===== config.mk =====
export PLATFORM = sky130hd
export DESIGN_NAME = pia_top
export DESIGN_NICKNAME = d
export VERILOG_FILES = /design/src/inc/pia_pkg.sv /design/src/hdl/pia_pin_front.sv /design/src/hdl/pia_top.sv
export SDC_FILE = /design/constraint.sdc
export NUM_CORES = 1
export LEC_CHECK = 0
export ABC_AREA = 1
export BUFFER_PORTS_ARGS = -buffer_cell sky130_fd_sc_hd__buf_2
export CAP_MARGIN = 25
export CELL_PAD_IN_SITES_DETAIL_PLACEMENT = 2
export CELL_PAD_IN_SITES_GLOBAL_PLACEMENT = 2
export CORE_UTILIZATION = 34
export DETAILED_ROUTE_END_ITERATION = 6
export MAX_ROUTING_LAYER = met4
export PLACE_DENSITY = 0.79
export REMOVE_ABC_BUFFERS = 1
export SKIP_CTS_REPAIR_TIMING = 1
export SLEW_MARGIN = 20
export SYNTH_ARGS = -nofsm -noshare
export SYNTH_HDL_FRONTEND = slang
export SYNTH_SLANG_ARGS = --single-unit

===== constraint.sdc =====
create_clock -name clk_i -period 26.1 [get_ports clk_i]
set_clock_uncertainty 0.2 [all_clocks]
set_input_delay 1.305 -clock clk_i [delete_from_list [all_inputs] [get_ports clk_i]]
set_output_delay 1.305 -clock clk_i [all_outputs]
set_load 0.1 [all_outputs]

===== src/inc/pia_pkg.sv =====
// shared constants and helper functions of the priority interrupt acceptance block
package pia_pkg;

   // ------------------------------------------------------------------
   // source layout
   // ------------------------------------------------------------------
   localparam int NUM_PINS   = 8;
   localparam int NUM_PERIPH = 8;
   localparam int NUM_SRC    = NUM_PINS + NUM_PERIPH;
   localparam int LVL_W      = 4;
   localparam int SRC_W      = 4;
   localparam int NUM_DMA_CH = 4;
   localparam int ADDR_W     = 8;

   // ------------------------------------------------------------------
   // register byte offsets
   // ------------------------------------------------------------------
   localparam logic [ADDR_W-1:0] OFS_PRIO_LO  = 8'h00;
   localparam logic [ADDR_W-1:0] OFS_PRIO_HI  = 8'h04;
   localparam logic [ADDR_W-1:0] OFS_SENSE    = 8'h08;
   localparam logic [ADDR_W-1:0] OFS_FLAGS    = 8'h0c;
   localparam logic [ADDR_W-1:0] OFS_DMA_CTRL = 8'h10;
   localparam logic [ADDR_W-1:0] OFS_DMA_SEL  = 8'h14;
   localparam logic [ADDR_W-1:0] OFS_XFER_EN  = 8'h18;
   localparam logic [ADDR_W-1:0] OFS_XFER_SEL = 8'h1c;
   localparam logic [ADDR_W-1:0] OFS_STATUS   = 8'h20;

   // ------------------------------------------------------------------
   // field positions
   // ------------------------------------------------------------------
   localparam int DMA_CTRL_DME_BIT = 0;
   localparam int DMA_CTRL_DE_LSB  = 1;
   localparam int STAT_IRQ_BIT     = 0;
   localparam int STAT_LVL_LSB     = 4;
   localparam int STAT_SRC_LSB     = 8;
   localparam int STAT_REQ_LSB     = 16;

   // ------------------------------------------------------------------
   // reset values
   // ------------------------------------------------------------------
   localparam logic [NUM_SRC*LVL_W-1:0]    RST_PRIO  = 64'h0;
   localparam logic [NUM_PINS-1:0]         RST_SENSE = 8'h00;
   localparam logic [NUM_SRC-1:0]          RST_XFER  = 16'h0000;
   localparam logic [NUM_DMA_CH*SRC_W-1:0] RST_DSEL  = 16'h0000;
   localparam logic [31:0]                 RST_WORD  = 32'h0000_0000;

   // level of one source out of the packed priority fields
   function automatic logic [LVL_W-1:0] pia_level(
      input logic [NUM_SRC*LVL_W-1:0] prio,
      input int                       src);
      pia_level = prio[src*LVL_W +: LVL_W];
   endfunction

   // sources claimed by an enabled dma channel while the master enable is set
   function automatic logic [NUM_SRC-1:0] pia_dma_claim(
      input logic                         dma_master_enable,
      input logic [NUM_DMA_CH-1:0]        de,
      input logic [NUM_DMA_CH*SRC_W-1:0]  dsel,
      input logic [NUM_DMA_CH-1:0]        chmask);
      pia_dma_claim = '0;
      for (int c = 0; c < NUM_DMA_CH; c++) begin
         if (dma_master_enable && de[c] && chmask[c]) begin
            pia_dma_claim[dsel[c*SRC_W +: SRC_W]] = 1'b1;
         end
      end
   endfunction

endpackage


===== src/hdl/pia_pin_front.sv =====
// pin front end: two-stage synchroniser, low level and falling edge detection
`timescale 1ns/1ps
module pia_pin_front #(
   parameter int WIDTH = 8
) (
   input  wire logic             clk_i,
   input  wire logic             reset_i,
   input  wire logic [WIDTH-1:0] pin_n_i,
   output logic      [WIDTH-1:0] level_low_o,
   output logic      [WIDTH-1:0] fall_o
);

   typedef struct packed {
      logic [WIDTH-1:0] meta;
      logic [WIDTH-1:0] sync;
      logic [WIDTH-1:0] prev;
      logic [WIDTH-1:0] low;
      logic [WIDTH-1:0] fall;
   } pia_front_s;

   pia_front_s st_r;
   pia_front_s st_nxt;

   always_comb begin
      st_nxt      = st_r;
      st_nxt.meta = pin_n_i;
      st_nxt.sync = st_r.meta;
      st_nxt.prev = st_r.sync;
      st_nxt.low  = ~st_r.sync;
      // only the second stage and its delayed copy are looked at, never the first
      st_nxt.fall = st_r.prev & ~st_r.sync;
   end

   always_ff @(posedge clk_i) begin
      if (reset_i) begin
         // pins idle high, so no false edge after reset
         st_r <= '{meta: '1, sync: '1, prev: '1, low: '0, fall: '0};
      end else begin
         st_r <= st_nxt;
      end
   end

   assign level_low_o = st_r.low;
   assign fall_o      = st_r.fall;

endmodule


===== src/hdl/pia_top.sv =====
// priority interrupt acceptance: arbitration, mask compare, request pin and apb registers
//
// What this block does
// - the highest programmed level among all live requests wins each round
// - a losing edge request stays pending; pin flags may be withdrawn by software
// - power-on and manual reset both clear every pending edge request
// - equal levels are resolved by the fixed source order, lowest index first
// - winner goes to the cpu only when its level is strictly above the mask
// - accepting drives the active-low request pin low, same as cpu request
// - level and peripheral requests release the pin once the mask is raised
// - edge requests release the pin when the cpu starts exception processing
// - a higher request accepted meanwhile keeps the pin low
// - transfer-activation judgment takes one state, peripherals none extra
// - identify and compare take three states for peripherals, four for pins
// - sources claimed by an enabled dma channel are hidden from the cpu path
// - a set activation enable suppresses the cpu interrupt of that source
// - activation enable clears at transfer end when irq-select or count zero
// - source flag clears at qualified transfer end or at dma transfer end
// - each source has a 4-bit level, 0 lowest and 15 highest
// - pin sense bit 0 senses low level, 1 senses falling edge
// - in edge mode writing zero after reading one withdraws the pin flag
`timescale 1ns/1ps
module pia_top
   import pia_pkg::*;
(
   input  wire logic                  clk_i,
   input  wire logic                  reset_i,
   input  wire logic                  manual_reset_i,
   // apb slave
   input  wire logic                  psel_i,
   input  wire logic                  penable_i,
   input  wire logic                  pwrite_i,
   input  wire logic [ADDR_W-1:0]     paddr_i,
   input  wire logic [31:0]           pwdata_i,
   output logic      [31:0]           prdata_o,
   output logic                       pready_o,
   output logic                       pslverr_o,
   // request sources
   input  wire logic [NUM_PINS-1:0]   pin_req_n_i,
   input  wire logic [NUM_PERIPH-1:0] periph_req_i,
   output logic      [NUM_PERIPH-1:0] periph_flag_clr_o,
   // cpu side
   input  wire logic [LVL_W-1:0]      cpu_mask_level_i,
   input  wire logic                  cpu_exc_start_i,
   output logic                       cpu_irq_o,
   output logic      [LVL_W-1:0]      cpu_irq_level_o,
   output logic      [SRC_W-1:0]      cpu_irq_src_o,
   output logic                       interrupt_out_n_o,
   // dma and data transfer controllers
   output logic      [NUM_SRC-1:0]    dma_trigger_o,
   input  wire logic [NUM_DMA_CH-1:0] dma_done_i,
   output logic      [NUM_SRC-1:0]    xfer_trigger_o,
   input  wire logic                  xfer_done_i,
   input  wire logic [SRC_W-1:0]      xfer_src_i,
   input  wire logic                  xfer_count_zero_i
);

   // ------------------------------------------------------------------
   // state
   // ------------------------------------------------------------------
   typedef struct packed {
      logic [NUM_SRC*LVL_W-1:0]    prio;
      logic [NUM_PINS-1:0]         sense;
      logic [NUM_PINS-1:0]         edge_flag;
      logic [NUM_PINS-1:0]         seen_one;
      logic [NUM_PINS-1:0]         pin_stage;
      logic                        dma_master_enable;
      logic [NUM_DMA_CH-1:0]       de;
      logic [NUM_DMA_CH*SRC_W-1:0] dsel;
      logic [NUM_SRC-1:0]          xen;
      logic [NUM_SRC-1:0]          xsel;
      logic [NUM_SRC-1:0]          req;
      logic                        win_vld;
      logic [SRC_W-1:0]            win_src;
      logic [LVL_W-1:0]            win_lvl;
      logic                        irq;
      logic                        irq_n;
      logic [LVL_W-1:0]            acc_lvl;
      logic [SRC_W-1:0]            acc_src;
      logic [NUM_SRC-1:0]          dma_trig;
      logic [NUM_SRC-1:0]          xfer_trig;
      logic [NUM_PERIPH-1:0]       periph_clr;
      logic                        pready;
      logic                        pslverr;
      logic [31:0]                 prdata;
   } pia_state_s;

   pia_state_s st_r;
   pia_state_s st_nxt;

   logic [NUM_PINS-1:0] pin_low;
   logic [NUM_PINS-1:0] pin_fall;

   // ------------------------------------------------------------------
   // pin front end
   // ------------------------------------------------------------------
   pia_pin_front #(
      .WIDTH       (NUM_PINS)
   ) u_front (
      .clk_i       (clk_i),
      .reset_i     (reset_i),
      .pin_n_i     (pin_req_n_i),
      .level_low_o (pin_low),
      .fall_o      (pin_fall)
   );

   // ------------------------------------------------------------------
   // next state
   // ------------------------------------------------------------------
   always_comb begin
      logic [NUM_PINS-1:0]  pin_flags;
      logic [NUM_SRC-1:0]   src_vec;
      logic [NUM_SRC-1:0]   dma_hide;
      logic [NUM_SRC-1:0]   flag_clr;
      logic [NUM_SRC-1:0]   kill;
      logic                 acc_is_edge;
      logic                 wr;
      logic                 rd;
      logic                 found;
      logic [SRC_W-1:0]     best_src;
      logic [LVL_W-1:0]     best_lvl;
      logic [31:0]          rdata;
      logic                 bad;
      st_nxt      = st_r;
      pin_flags   = '0;
      src_vec     = '0;
      dma_hide    = '0;
      flag_clr    = '0;
      kill        = '0;
      acc_is_edge = 1'b0;
      wr          = 1'b0;
      rd          = 1'b0;
      found       = 1'b0;
      best_src    = '0;
      best_lvl    = '0;
      rdata       = RST_WORD;
      bad         = 1'b0;

      // pin flag: edge latch or live low level
      for (int i = 0; i < NUM_PINS; i++) begin
         pin_flags[i] = st_r.sense[i] ? st_r.edge_flag[i] : pin_low[i];
      end

      // sources as seen after the pin judgment state
      src_vec = {periph_req_i, st_r.pin_stage};

      // activation routing toward dma and data transfer controllers
      dma_hide = pia_dma_claim(st_r.dma_master_enable, st_r.de, st_r.dsel, '1);
      st_nxt.dma_trig  = src_vec & dma_hide;
      st_nxt.xfer_trig = src_vec & ~dma_hide & st_r.xen;

      // transfer end: clear activation enable and source flag
      flag_clr = pia_dma_claim(st_r.dma_master_enable, st_r.de, st_r.dsel, dma_done_i);
      if (xfer_done_i && (st_r.xsel[xfer_src_i] || xfer_count_zero_i)) begin
         flag_clr[xfer_src_i] = 1'b1;
      end

      // exception start releases an accepted edge request
      acc_is_edge = (st_r.acc_src < SRC_W'(NUM_PINS)) &&
                    st_r.sense[st_r.acc_src[2:0]];
      if (cpu_exc_start_i && st_r.irq && acc_is_edge) begin
         kill[st_r.acc_src] = 1'b1;
      end
      kill = kill | flag_clr;

      // apb access: read data is taken on the edge where pready rises, a write lands on the next edge
      wr = psel_i && penable_i && st_r.pready && pwrite_i;
      rd = psel_i && penable_i && !st_r.pready && !pwrite_i;

      if (wr) begin
         unique case (paddr_i)
            OFS_PRIO_LO:  st_nxt.prio[31:0]  = pwdata_i;
            OFS_PRIO_HI:  st_nxt.prio[63:32] = pwdata_i;
            OFS_SENSE:    st_nxt.sense       = pwdata_i[NUM_PINS-1:0];
            OFS_FLAGS: begin
               for (int i = 0; i < NUM_PINS; i++) begin
                  if (!pwdata_i[i] && st_r.seen_one[i]) begin
                     kill[i]               = 1'b1;
                     st_nxt.seen_one[i]    = 1'b0;
                  end
               end
            end
            OFS_DMA_CTRL: begin
               st_nxt.dma_master_enable = pwdata_i[DMA_CTRL_DME_BIT];
               st_nxt.de  = pwdata_i[DMA_CTRL_DE_LSB +: NUM_DMA_CH];
            end
            OFS_DMA_SEL:  st_nxt.dsel = pwdata_i[NUM_DMA_CH*SRC_W-1:0];
            OFS_XFER_EN:  st_nxt.xen  = pwdata_i[NUM_SRC-1:0];
            OFS_XFER_SEL: st_nxt.xsel = pwdata_i[NUM_SRC-1:0];
            default: ;
         endcase
      end

      // hardware clears the activation enable after a software write
      if (xfer_done_i && (st_r.xsel[xfer_src_i] || xfer_count_zero_i)) begin
         st_nxt.xen[xfer_src_i] = 1'b0;
      end

      // edge flags: clear sources, then a new edge wins over any clear
      for (int i = 0; i < NUM_PINS; i++) begin
         if (kill[i]) begin
            st_nxt.edge_flag[i] = 1'b0;
         end
         if (st_r.sense[i] && pin_fall[i]) begin
            st_nxt.edge_flag[i] = 1'b1;
         end
         if (!st_r.sense[i]) begin
            st_nxt.edge_flag[i] = 1'b0;
         end
      end
      st_nxt.periph_clr = flag_clr[NUM_SRC-1:NUM_PINS];

      // pin judgment state, one extra register for pins only
      st_nxt.pin_stage = pin_flags & ~kill[NUM_PINS-1:0];

      // cpu-bound requests, first compare state
      st_nxt.req = src_vec & ~dma_hide & ~st_r.xen & ~kill;

      // arbitration: descending scan with >= lets the lower index win ties
      for (int s = NUM_SRC - 1; s >= 0; s--) begin
         if (st_r.req[s] && !kill[s] &&
             (!found || pia_level(st_r.prio, s) >= best_lvl)) begin
            found    = 1'b1;
            best_src = SRC_W'(s);
            best_lvl = pia_level(st_r.prio, s);
         end
      end
      st_nxt.win_vld = found;
      st_nxt.win_src = best_src;
      st_nxt.win_lvl = best_lvl;

      // mask compare: strictly above; a raised mask drops the request
      st_nxt.irq = st_r.win_vld && !kill[st_r.win_src] &&
                   (st_r.win_lvl > cpu_mask_level_i);
      st_nxt.irq_n = !st_nxt.irq;
      if (st_nxt.irq) begin
         st_nxt.acc_lvl = st_r.win_lvl;
         st_nxt.acc_src = st_r.win_src;
      end

      // apb read mux and answer
      unique case (paddr_i)
         OFS_PRIO_LO:  rdata = st_r.prio[31:0];
         OFS_PRIO_HI:  rdata = st_r.prio[63:32];
         OFS_SENSE:    rdata = {24'h0, st_r.sense};
         OFS_FLAGS:    rdata = {24'h0, pin_flags};
         OFS_DMA_CTRL: rdata = {27'h0, st_r.de, st_r.dma_master_enable};
         OFS_DMA_SEL:  rdata = {16'h0, st_r.dsel};
         OFS_XFER_EN:  rdata = {16'h0, st_r.xen};
         OFS_XFER_SEL: rdata = {16'h0, st_r.xsel};
         OFS_STATUS: begin
            rdata[STAT_IRQ_BIT]                = st_r.irq;
            rdata[STAT_LVL_LSB +: LVL_W]       = st_r.acc_lvl;
            rdata[STAT_SRC_LSB +: SRC_W]       = st_r.acc_src;
            rdata[STAT_REQ_LSB +: NUM_SRC]     = src_vec;
         end
         default:      bad = 1'b1;
      endcase

      // withdrawal is armed only by a read that saw the flag at one
      if (rd && paddr_i == OFS_FLAGS) begin
         st_nxt.seen_one = st_nxt.seen_one | (pin_flags & st_r.sense);
      end

      // one wait state: pready rises in the second access cycle
      st_nxt.pready  = psel_i && penable_i && !st_r.pready;
      st_nxt.pslverr = st_nxt.pready && bad;
      st_nxt.prdata  = (st_nxt.pready && !pwrite_i && !bad) ? rdata : RST_WORD;
   end

   // ------------------------------------------------------------------
   // registers
   // ------------------------------------------------------------------
   always_ff @(posedge clk_i) begin
      if (reset_i || manual_reset_i) begin
         st_r       <= '0;
         st_r.prio  <= RST_PRIO;
         st_r.sense <= RST_SENSE;
         st_r.xen   <= RST_XFER;
         st_r.xsel  <= RST_XFER;
         st_r.dsel  <= RST_DSEL;
         st_r.irq_n <= 1'b1;
      end else begin
         st_r <= st_nxt;
      end
   end

   // ------------------------------------------------------------------
   // outputs
   // ------------------------------------------------------------------
   assign prdata_o          = st_r.prdata;
   assign pready_o          = st_r.pready;
   assign pslverr_o         = st_r.pslverr;
   assign cpu_irq_o         = st_r.irq;
   assign cpu_irq_level_o   = st_r.acc_lvl;
   assign cpu_irq_src_o     = st_r.acc_src;
   assign dma_trigger_o     = st_r.dma_trig;
   assign xfer_trigger_o    = st_r.xfer_trig;
   assign periph_flag_clr_o = st_r.periph_clr;
   // own flop, loaded with the inverse of the request, so pin and cpu line switch together
   assign interrupt_out_n_o = st_r.irq_n;

endmodule


**Word-level counts from Yosys, hierarchy flattened**

Index checks and enable logic that the tools add are counted.

- Register bits: 298
- Bits of input ports: 77
- Output and inout bits: 84
- Word-level logic and storage cells: 406

- $lt $le $gt $ge: 31
- Equal/unequal tests: 8
- Muxes and demuxes: 130
- Bitwise gates (word level): 33
- Reduce and logical (&&, ||, !) cells: 164

Operator list:

| operator | count |
|---|---|
| 16-bit two-way mux | 13 |
| 16-bit bitwise OR | 8 |
| 16-bit AND | 6 |
| 4-bit two-way mux | 24 |
| 1-bit logical AND | 75 |
| 8-bit case mux with 9 select lines | 1 |
| 1-bit two-way mux | 67 |
| 16-bit NOT | 4 |
| 4-bit >= comparator | 15 |
| 16-bit case mux with 3 select lines | 1 |
| 1-bit zero test | 43 |
| 8-bit two-way mux | 5 |
| 4-bit by 5-bit < comparator with 1-bit output (second input constant) | 7 |
| 8-bit by 5-bit == test with 1-bit output (second input constant) | 4 |
| 32-bit two-way mux | 1 |
| 8-bit AND | 3 |
| 1-bit demux with 4-bit select | 6 |
| 4-bit by 1-bit >= comparator with 1-bit output (second input constant) | 6 |
| 3-bit case mux with 8 select lines | 1 |
| 4-bit case mux with 5 select lines | 1 |
| 2-bit OR reduction | 10 |
| 9-bit OR reduction | 2 |
| 1-bit logical OR | 17 |
| 8-bit by 4-bit == test with 1-bit output (second input constant) | 2 |
| 18 further kinds | 44 |

**Logic depth before layout (Yosys ltp)**

Gate-level depths: netlist of the first run.

- Word-level depth: 77
- Gate-level depth with buffers: 175
- Mapped depth without buffers: 173

**Cells and area by module**

From an unflattened synthesis of the first run, not the netlist that was laid out.

- Cell total of the unflattened synthesis: 2195
- Area, all modules: 15667.5 um2

Modules (own cells, without submodules):

| module | instances | cells each | area each (um2) | sequential area each (um2) |
|---|---|---|---|---|
| pia_top | 1 | 2080 | 14462.6 | 5165.0 |
| pia_pin_front | 1 | 115 | 1204.9 | 800.8 |

**Worst setup path after synthesis of the first run**

No wires, ideal clock.

- Kind: input port to flip-flop
- Start: input port xfer_src_i[1]
- End: register st_r[90] (netlist bit)
- Setup time: 78 ps
- Data arrival time: 18215 ps
- Required time: 25822 ps
- Path slack: 7608 ps
- Cell stages on the path: 159
- Path buffers: 2
- Cells stage by stage: nand2_1 > inv_2 > nand2_1 > nand2_1 > nor2_2 > nor2_4 > nor2_2 > nand2_4 > nand3_2 > nand3_4 > nor2_1 > ha_1 > inv_1 > nand2_1 > a21oi_1 > o21bai_1 > a21oi_1 > nand4_1 > [123 not listed] > inv_1 > a21boi_0 > o21ai_0 > nand2_1 > a21oi_1 > nand2_2 > nand2_4 > nand3_2 > and2_1 > ha_1 > a21boi_0 > o21ai_0 > nand2_1 > a21oi_1 > nand2_2 > nand2_4 > nand2_1 > nor3_1

- Word-level cells in the longest chain between the ends: 70
- Elaborated cells between the ends (all ways): 157
- Those cells by class: 17 x order compare; 57 x mux; 2 x bitwise; 81 x reduce/logical

Ends and longest elaborated chain:

| item | RTL line | source |
|---|---|---|
| start, declared | pia_top.sv:54 | `input wire logic [SRC_W-1:0] xfer_src_i,` |
| 4-bit by 5-bit < comparator with 1-bit output (implied by the code) / 4-bit by 1-bit >= comparator with 1-bit output (equally long branches) | pia_top.sv:155 | `flag_clr[xfer_src_i] = 1'b1;` |
| 1-bit logical AND (implied by the code) | pia_top.sv:155 |  |
| 1-bit two-way mux (implied by the code) | pia_top.sv:155 |  |
| 1-bit demux with 4-bit select | pia_top.sv:155 |  |
| 16-bit bitwise OR (no line) | - |  |
| 16-bit two-way mux * | pia_top.sv:154 | `if (xfer_done_i && (st_r.xsel[xfer_src_i] \|\| xfer_count_zero_i)) begin` |
| 16-bit bitwise OR * | pia_top.sv:164 | `kill = kill \| flag_clr;` |
| 1-bit zero test | pia_top.sv:221 | `if (st_r.req[s] && !kill[s] &&` |
| [54 not listed] | - |  |
| 4-bit >= comparator / 1-bit zero test (equally long branches) | pia_top.sv:222 | `(!found \|\| pia_level(st_r.prio, s) >= best_lvl)) begin` |
| 1-bit logical OR | pia_top.sv:222 |  |
| 1-bit logical AND | pia_top.sv:221 |  |
| 4-bit two-way mux / 1-bit two-way mux (equally long branches) | pia_top.sv:221 |  |
| 4-bit >= comparator / 1-bit zero test (equally long branches) | pia_top.sv:222 |  |
| 1-bit logical OR | pia_top.sv:222 |  |
| 1-bit logical AND | pia_top.sv:221 |  |
| 5-bit OR reduction (no line) | - |  |
| end signal, assigned | pia_top.sv:284 | `st_r <= st_nxt;` |
| end, declared | pia_top.sv:88 | `pia_state_s st_r;` |

Mark *: on every way between the ends. The rest lies on a longest branch, timed or not. The select of a mux whose other input is x is not followed.
A chain may end at the register's enable or synchronous reset.

**Worst setup path after layout of the first run**

- Start: register st_r[161] (netlist bit)
- End: register st_r[91] (netlist bit)

- Word-level cells in the longest chain between the ends: 75
- Elaborated cells between the ends (all ways): 159
- Those cells by class: 15 x order compare; 53 x mux; 5 x bitwise; 86 x reduce/logical

Ends and longest elaborated chain:

| item | RTL line | source |
|---|---|---|
| 1-bit logical AND (2 in series) | pia_pkg.sv:62 | `if (dma_master_enable && de[c] && chmask[c]) begin` |
| 16-bit two-way mux | pia_pkg.sv:62 |  |
| 16-bit bitwise OR (no line) | - |  |
| 16-bit two-way mux | pia_pkg.sv:62 |  |
| 16-bit bitwise OR (no line) | - |  |
| 16-bit two-way mux | pia_pkg.sv:62 |  |
| 16-bit bitwise OR (no line) | - |  |
| 16-bit two-way mux * | pia_pkg.sv:62 |  |
| [58 not listed] | - |  |
| 4-bit >= comparator / 1-bit zero test (equally long branches) | pia_top.sv:222 |  |
| 1-bit logical OR | pia_top.sv:222 |  |
| 1-bit logical AND | pia_top.sv:221 |  |
| 4-bit two-way mux / 1-bit two-way mux (equally long branches) | pia_top.sv:221 |  |
| 4-bit >= comparator / 1-bit zero test (equally long branches) | pia_top.sv:222 |  |
| 1-bit logical OR | pia_top.sv:222 |  |
| 1-bit logical AND | pia_top.sv:221 |  |
| 9-bit OR reduction (no line) | - |  |

Mark *: on every way between the ends. The rest lies on a longest branch, timed or not.

==> qor.yml, run 1 <==
synth_simple_gate_area_share_pct: 23.2
path_common_cell: "sky130_fd_sc_hd__nand2_1"
timing.setup.critical_path_class: "flip-flop to flip-flop"
count_of_h_tree_levels_built_during_cts: 2
timing.final.setup_violations: 0
synthAdderAreaFrac_pct: 4.55
syn_avg_cell_area_um2: 7.11
ys_seq_elements: 298
floorplan.initialDensity_pct: 34.5
worst_setup_end_kind: "flip-flop"
sequential_area_share_after_synthesis_pct: 38.1
synth_area_leaders: "sky130_fd_sc_hd__dfxtp_1 (38%), sky130_fd_sc_hd__inv_1 (8.3%), sky130_fd_sc_hd__nand2_1 (8.3%)"
most-common-layout-cells: "sky130_fd_sc_hd__inv_1 (345), sky130_fd_sc_hd__nand2_1 (344), sky130_fd_sc_hd__dfxtp_1 (298), sky130_fd_sc_hd__nor2_1 (222), sky130_fd_sc_hd__o21ai_0 (213)"
dp_cells: 2834
ys_async_sr_fraction_pct: 0
tns_ns: 0
full_die_area_mm2: 0.0469
dr.pass1.iters: 7
via_count: 15675
crit_path_top_delay_cell: "sky130_fd_sc_hd__nand2_1"
fraction_of_final_layout_cells_sized_beyond_drive_strength_1_pct: 16.0
half_perimeter_wire_length_after_detailed_placement_mm: 56.5
crit_path_max_fanout: 14
report.final.hold_viol_count: 0
detail_route.drc_violations: 0
grt_start_max_net_pins: 91
postRouteWirelength_mm: 72.3
top_level_ports: 161
port_buffers: 160
avgRoutedWirePerCell_um: 24.9
worst_slew_pin_slew_ns: 0.943
clk_root_buffer_cell: "sky130_fd_sc_hd__clkbuf_16"
power_per_cell_area_mw_per_mm2: 60.8
fmax_mhz: 45.6
area_share_of_the_largest_cell_type_after_synthesis_pct: 38.1
worstSkewPairLatency_ns: 0.57
synth-compound-area-share_pct: 19.7
first_global_vias: 16830
ir_worst_vdd_v: 0.0000461
cts_sinks: 298
fin_crit_sh_pct: 84.1
synth_cells: 2203
globalRoute.totalOverflow: 0
slew_headroom_pct: 37.1
rsz_0062_raised_after_global_routing: "no"
cap_violations: 0
mostFrequentLayoutCell: "sky130_fd_sc_hd__inv_1"
track_usage_pct: 31.9
yosys_warnings: 0
synth-xor-area-share_pct: 0
clockBufferDepth: 3
fin_worst_hold_slack_ns: 0.201
post-route-min-period_ns: 21.95
synthMuxAreaShare_pct: 0
final-instance-count-excl-fill: 2901
via_per_inst: 5.40
cp_slowest_stage_delay_ns: 0.42
synth_enable_flop_cells: 0
die_w_um: 217
critical_path_arrival_ns: 22.24
finalMaxSlewViolations: 0
core.rowCount: 78
global_route_wire_length_before_repair_mm: 108
core_area_mm2: 0.0454
synth_top_family_by_area: "simple AND/OR/NAND/NOR gates"
leakage_nw: 7.90
height_of_the_die_um: 217
tritoncts: "done"
worst_ep_required_time_ns: 26.39
areaGrowthSynthToFinish_pct: 13.2
drt-initial-drc-count: 971
antenna_found_initial: 0
setup.reg_to_reg.worst_slack_ns: 4.15
worstHoldPathType: "flip-flop to flip-flop"
globalplace.congestion: 0.984
outcome: "completed"
startpoint_types: "flip-flop"
clkTransAtPathRegs_ns: 0.06
netlist-cell-type-count: 55
final_net_count: 2407
main_synth_ff_type: "sky130_fd_sc_hd__dfxtp_1"
synthDominantAreaCellType: "sky130_fd_sc_hd__dfxtp_1"
postRouteAntennaNets: 0
synth_area_mm2: 0.0157
cts_made_buffers: 37
==> power by group <==
part / internal, W / leakage, nW / switching, W
Clock: 0.000304 / 0.593 / 0.000217
Sequential: 0.000459 / 2.41 / 0.00000266
Combinational: 0.0000295 / 4.90 / 0.0000653
==> area by class of cell <==
type / instances / area [um2]
multi-input cells: 1391 / 7460
clock inverters: 14 / 128
fillers: 5318 / 27700
clock buffers: 52 / 1090
well taps: 600 / 751
repair buffers: 179 / 943
diodes: 1 / 2.50
flip-flops and latches: 298 / 5970
inverters: 366 / 1380
==> sequential cells by signal (all words and copies together), names as in the netlist, 4 cells and up <==
| name | count |
|---|---|
| cpu_irq_level_o | 4 |
| u_front.st_nxt | 16 |
| st_r | 174 |
| prdata_o | 32 |
| u_front.st_r | 8 |
| dma_trigger_o | 16 |
| xfer_trigger_o | 16 |
| u_front.fall_o | 8 |
| u_front.level_low_o | 8 |
| periph_flag_clr_o | 8 |
| cpu_irq_src_o | 4 |
==> critical path, delay by kind of cell (launching register included) <==
kind,cells,cell delay (ns)
adders and majority gates,15,4.27
AOI/OAI and AO/OA,51,7.63
buffers and inverters,18,1.35
and+or+nand+nor,76,8.06
DFF,1,0.35
==> cell families after synthesis <==
kind of cell,count (synthesis)
AO/OA/AOI/OAI,529
adder cells (fa/ha/maj),57
buffers and inverters,514
flip-flops,298
AND/OR/NAND/NOR,805
==> worst paths after layout <==
check / start / end / depth (start not counted)
worst max-delay path: st_r[161] / st_r[91] / 160
worst min-delay path: u_front.st_nxt[23] / u_front.level_low_o[7] / 1
worst max register to register: st_r[161] / st_r[91] / 160
worst min register to register: u_front.st_nxt[23] / u_front.level_low_o[7] / 1
==> cell usage after synthesis (19+ instances only) <==
library cell                number
sky130_fd_sc_hd__nor3_1         47
sky130_fd_sc_hd__nand2_1       345
sky130_fd_sc_hd__inv_1         346
sky130_fd_sc_hd__nor2_1        226
sky130_fd_sc_hd__o22ai_1        32
sky130_fd_sc_hd__buf_4          81
sky130_fd_sc_hd__o21ai_0       213
sky130_fd_sc_hd__nand2_2        36
sky130_fd_sc_hd__nand3_1        59
sky130_fd_sc_hd__o2111ai_1      19
sky130_fd_sc_hd__ha_1           57
sky130_fd_sc_hd__nor4_1         22
sky130_fd_sc_hd__dfxtp_1       298
sky130_fd_sc_hd__clkbuf_1       59
sky130_fd_sc_hd__a21oi_1       158
sky130_fd_sc_hd__a31oi_1        21
==> per-stage QoR <==
| stage | cell area, um2 | utilization, % | power [W] | setup WS [ns] |
|---|---|---|---|---|
| 3_5_place_dp | 16500 | 36.4 | 0.000565 | 4.01 |
| 6_report | 17700 | 39.1 | 0.00108 | 4.15 |
| 5_1_grt | 17700 | 39.1 | 0.00111 | 1.82 |
| 3_3_place_gp | 16500 | 36.3 | 0.000560 | 5.58 |
| 2_1_floorplan | 14800 | - | 0.000529 | 7.46 |
| 4_1_cts | 17700 | 39.0 | 0.00109 | 4.18 |
==> metal layers <==
metal | wire length, um | GRT usage (%) | up-vias
li1 | - | - | 7274
met1 | 32400 | 40.1 | 7846
met2 | 33900 | 52.1 | 434
met3 | 3150 | 3.58 | 121
met4 | 2820 | 12.7 | 0
met5 | 0 | - | -
Power figures use the tool's default switching activity.
==> run 2: changes to the inputs <==
clock period = 22.3 ns   (was 26.1 ns; I/O delays follow)
==> run 2 against run 1 <==
  * Clock power up 22%
  * First-iteration DRC count up 2.6%
  * Sequential cell count unchanged
  * Critical path depth up 1
  * Routed wire length about the same
  * Final cell count up 0.24%
  * Combinational power up 21%
  * Largest power group unchanged
==> qor.yml, run 2 (synthesis gave the netlist of run 1 again) <==
timing.setup.critical_path_class: "input port to flip-flop"
final_net_count: 2413
preCtsSetupSlack_ns: 0.216
tritoncts: "done"
met3WireLength_mm: 3.97
ir_worst_vdd_v: 0.0000634
full_die_area_mm2: 0.0469
clkTransAtPathRegs_ns: 0.06
timing.final.ws_setup_ns: 1.76
clockBufferDepth: 3
areaGrowthSynthToFinish_pct: 14.4
critical_path_arrival_ns: 20.85
tns_ns: 0
largest_reg_flops: 174
crit_family: "simple AND/OR/NAND/NOR gates"
globalplace.congestion: 0.987
half_perimeter_wire_length_after_detailed_placement_mm: 56.5
startpoint_types: "input port"
dr.pass1.iters: 5
worst_setup_end_kind: "flip-flop"
postRouteAntennaNets: 0
postRouteWirelength_mm: 72.3
finalMaxSlewViolations: 0
outcome: "completed"
regMostFlops: "st_r"
first_global_vias: 16749
filler_cell_count: 5372
detail_route.drc_violations: 0
core_area_mm2: 0.0454
met1_length_mm: 31.7
height_of_the_die_um: 217
global_route_wire_length_before_repair_mm: 107
drt-initial-drc-count: 996
fin_crit_sh_pct: 92.1
count_of_h_tree_levels_built_during_cts: 2
worst_slew_pin_slew_ns: 0.950
met2WireLength_mm: 33.3
cp_slowest_stage_delay_ns: 0.30
worstSkewPairLatency_ns: 0.59
die_w_um: 217
worst_ep_required_time_ns: 22.61
avgRoutedWirePerCell_um: 24.9
via_count: 15684
top_level_ports: 161
path_common_cell: "sky130_fd_sc_hd__nand2_1"
clk_root_buffer_cell: "sky130_fd_sc_hd__clkbuf_16"
fmax_mhz: 48.7
timing.final.setup_violations: 0
most-common-layout-cells: "sky130_fd_sc_hd__inv_1 (345), sky130_fd_sc_hd__nand2_1 (339), sky130_fd_sc_hd__dfxtp_1 (298), sky130_fd_sc_hd__nor2_1 (221), sky130_fd_sc_hd__o21ai_0 (196)"
antenna_found_initial: 2
worstHoldPathType: "flip-flop to flip-flop"
cts_made_buffers: 37
fraction_of_final_layout_cells_sized_beyond_drive_strength_1_pct: 16.7
floorplan.initialDensity_pct: 34.5
power_per_cell_area_mw_per_mm2: 72.0
via_per_inst: 5.39
number_of_buffers_and_inverters_on_the_critical_path: 15
report.final.hold_viol_count: 0
crit_path_top_delay_cell: "sky130_fd_sc_hd__ha_1"
topRoutingLayerUsed: "met4"
post-route-min-period_ns: 20.54
cap_violations: 0
globalRoute.totalOverflow: 0
core.rowCount: 78
mostFrequentLayoutCell: "sky130_fd_sc_hd__inv_1"
port_buffers: 160
cts_sinks: 298
leakage_nw: 7.99
track_usage_pct: 31.6
slew_headroom_pct: 36.7
grt_start_max_net_pins: 91
crit_path_max_fanout: 14
==> run 2: cell count changes in the layout (fill, tap and decap cells not counted), sizes merged <==
cell    previous run  this run
buf              179       183
bufinv             1         4
clkbuf            52        55
diode              1         2
clkinv            12         8
==> run 2: worst paths after layout <==
kind                           start                      to  slack, ns  cells after the start
setup / recovery       xfer_src_i[1]                st_r[91]       1.76                    161
hold / removal    u_front.st_nxt[22]  u_front.level_low_o[6]       0.20                      1
setup reg to reg           st_r[161]                st_r[91]       1.83                    158
hold reg to reg   u_front.st_nxt[22]  u_front.level_low_o[6]       0.20                      1
==> run 2: area by class of cell <==
cell class / instances / area [um2] / area share, %
Sequential cell: 298 / 5970 / 33.3
Clock buffer: 53 / 1040 / 5.78
Timing Repair Buffer: 185 / 993 / 5.54
Inverter: 366 / 1390 / 7.74
Tap cell: 600 / 751 / 4.19
Multi-Input combinational cell: 1391 / 7550 / 42.2
Clock inverter: 13 / 226 / 1.26
Antenna cell: 2 / 5.00 / 0.0279
==> run 2: per-stage QoR <==
stage	std cells	util [%]	hold slack (ns)	total power (W)	instance area, um2
final	2908	39.5	0.200	0.00129	17900
after global routing	2908	39.5	0.214	0.00133	17900
after floorplan	2055	-	0.174	0.000619	14800
after detailed placement	2834	36.4	0.194	0.000662	16500
after CTS	2900	39.1	0.202	0.00130	17800
after global placement	2833	36.3	0.180	0.000656	16500
==> run 2: worst register-to-register path, delay by kind of cell (launching register included) <==
kind	cells	cell delay, ns
and+or+nand+nor	78	7.66
buffers and inverters	15	1.06
DFF	1	0.38
AOI/OAI and AO/OA	50	6.98
adders and majority gates	15	4.16
==> run 2: report_power, final <==
part	internal, W	leakage (nW)	switching [W]
Sequential	0.000537	2.41	0.00000309
Combinational	0.0000359	4.98	0.0000793
Clock	0.000374	0.598	0.000260
Total	0.000947	7.99	0.000343
==> run 2: routing by layer <==
layer	global-route usage, %	up-vias
met5	-	-
met4	13.6	0
met3	5.19	149
met2	50.8	461
met1	39.1	7784
li1	-	7290
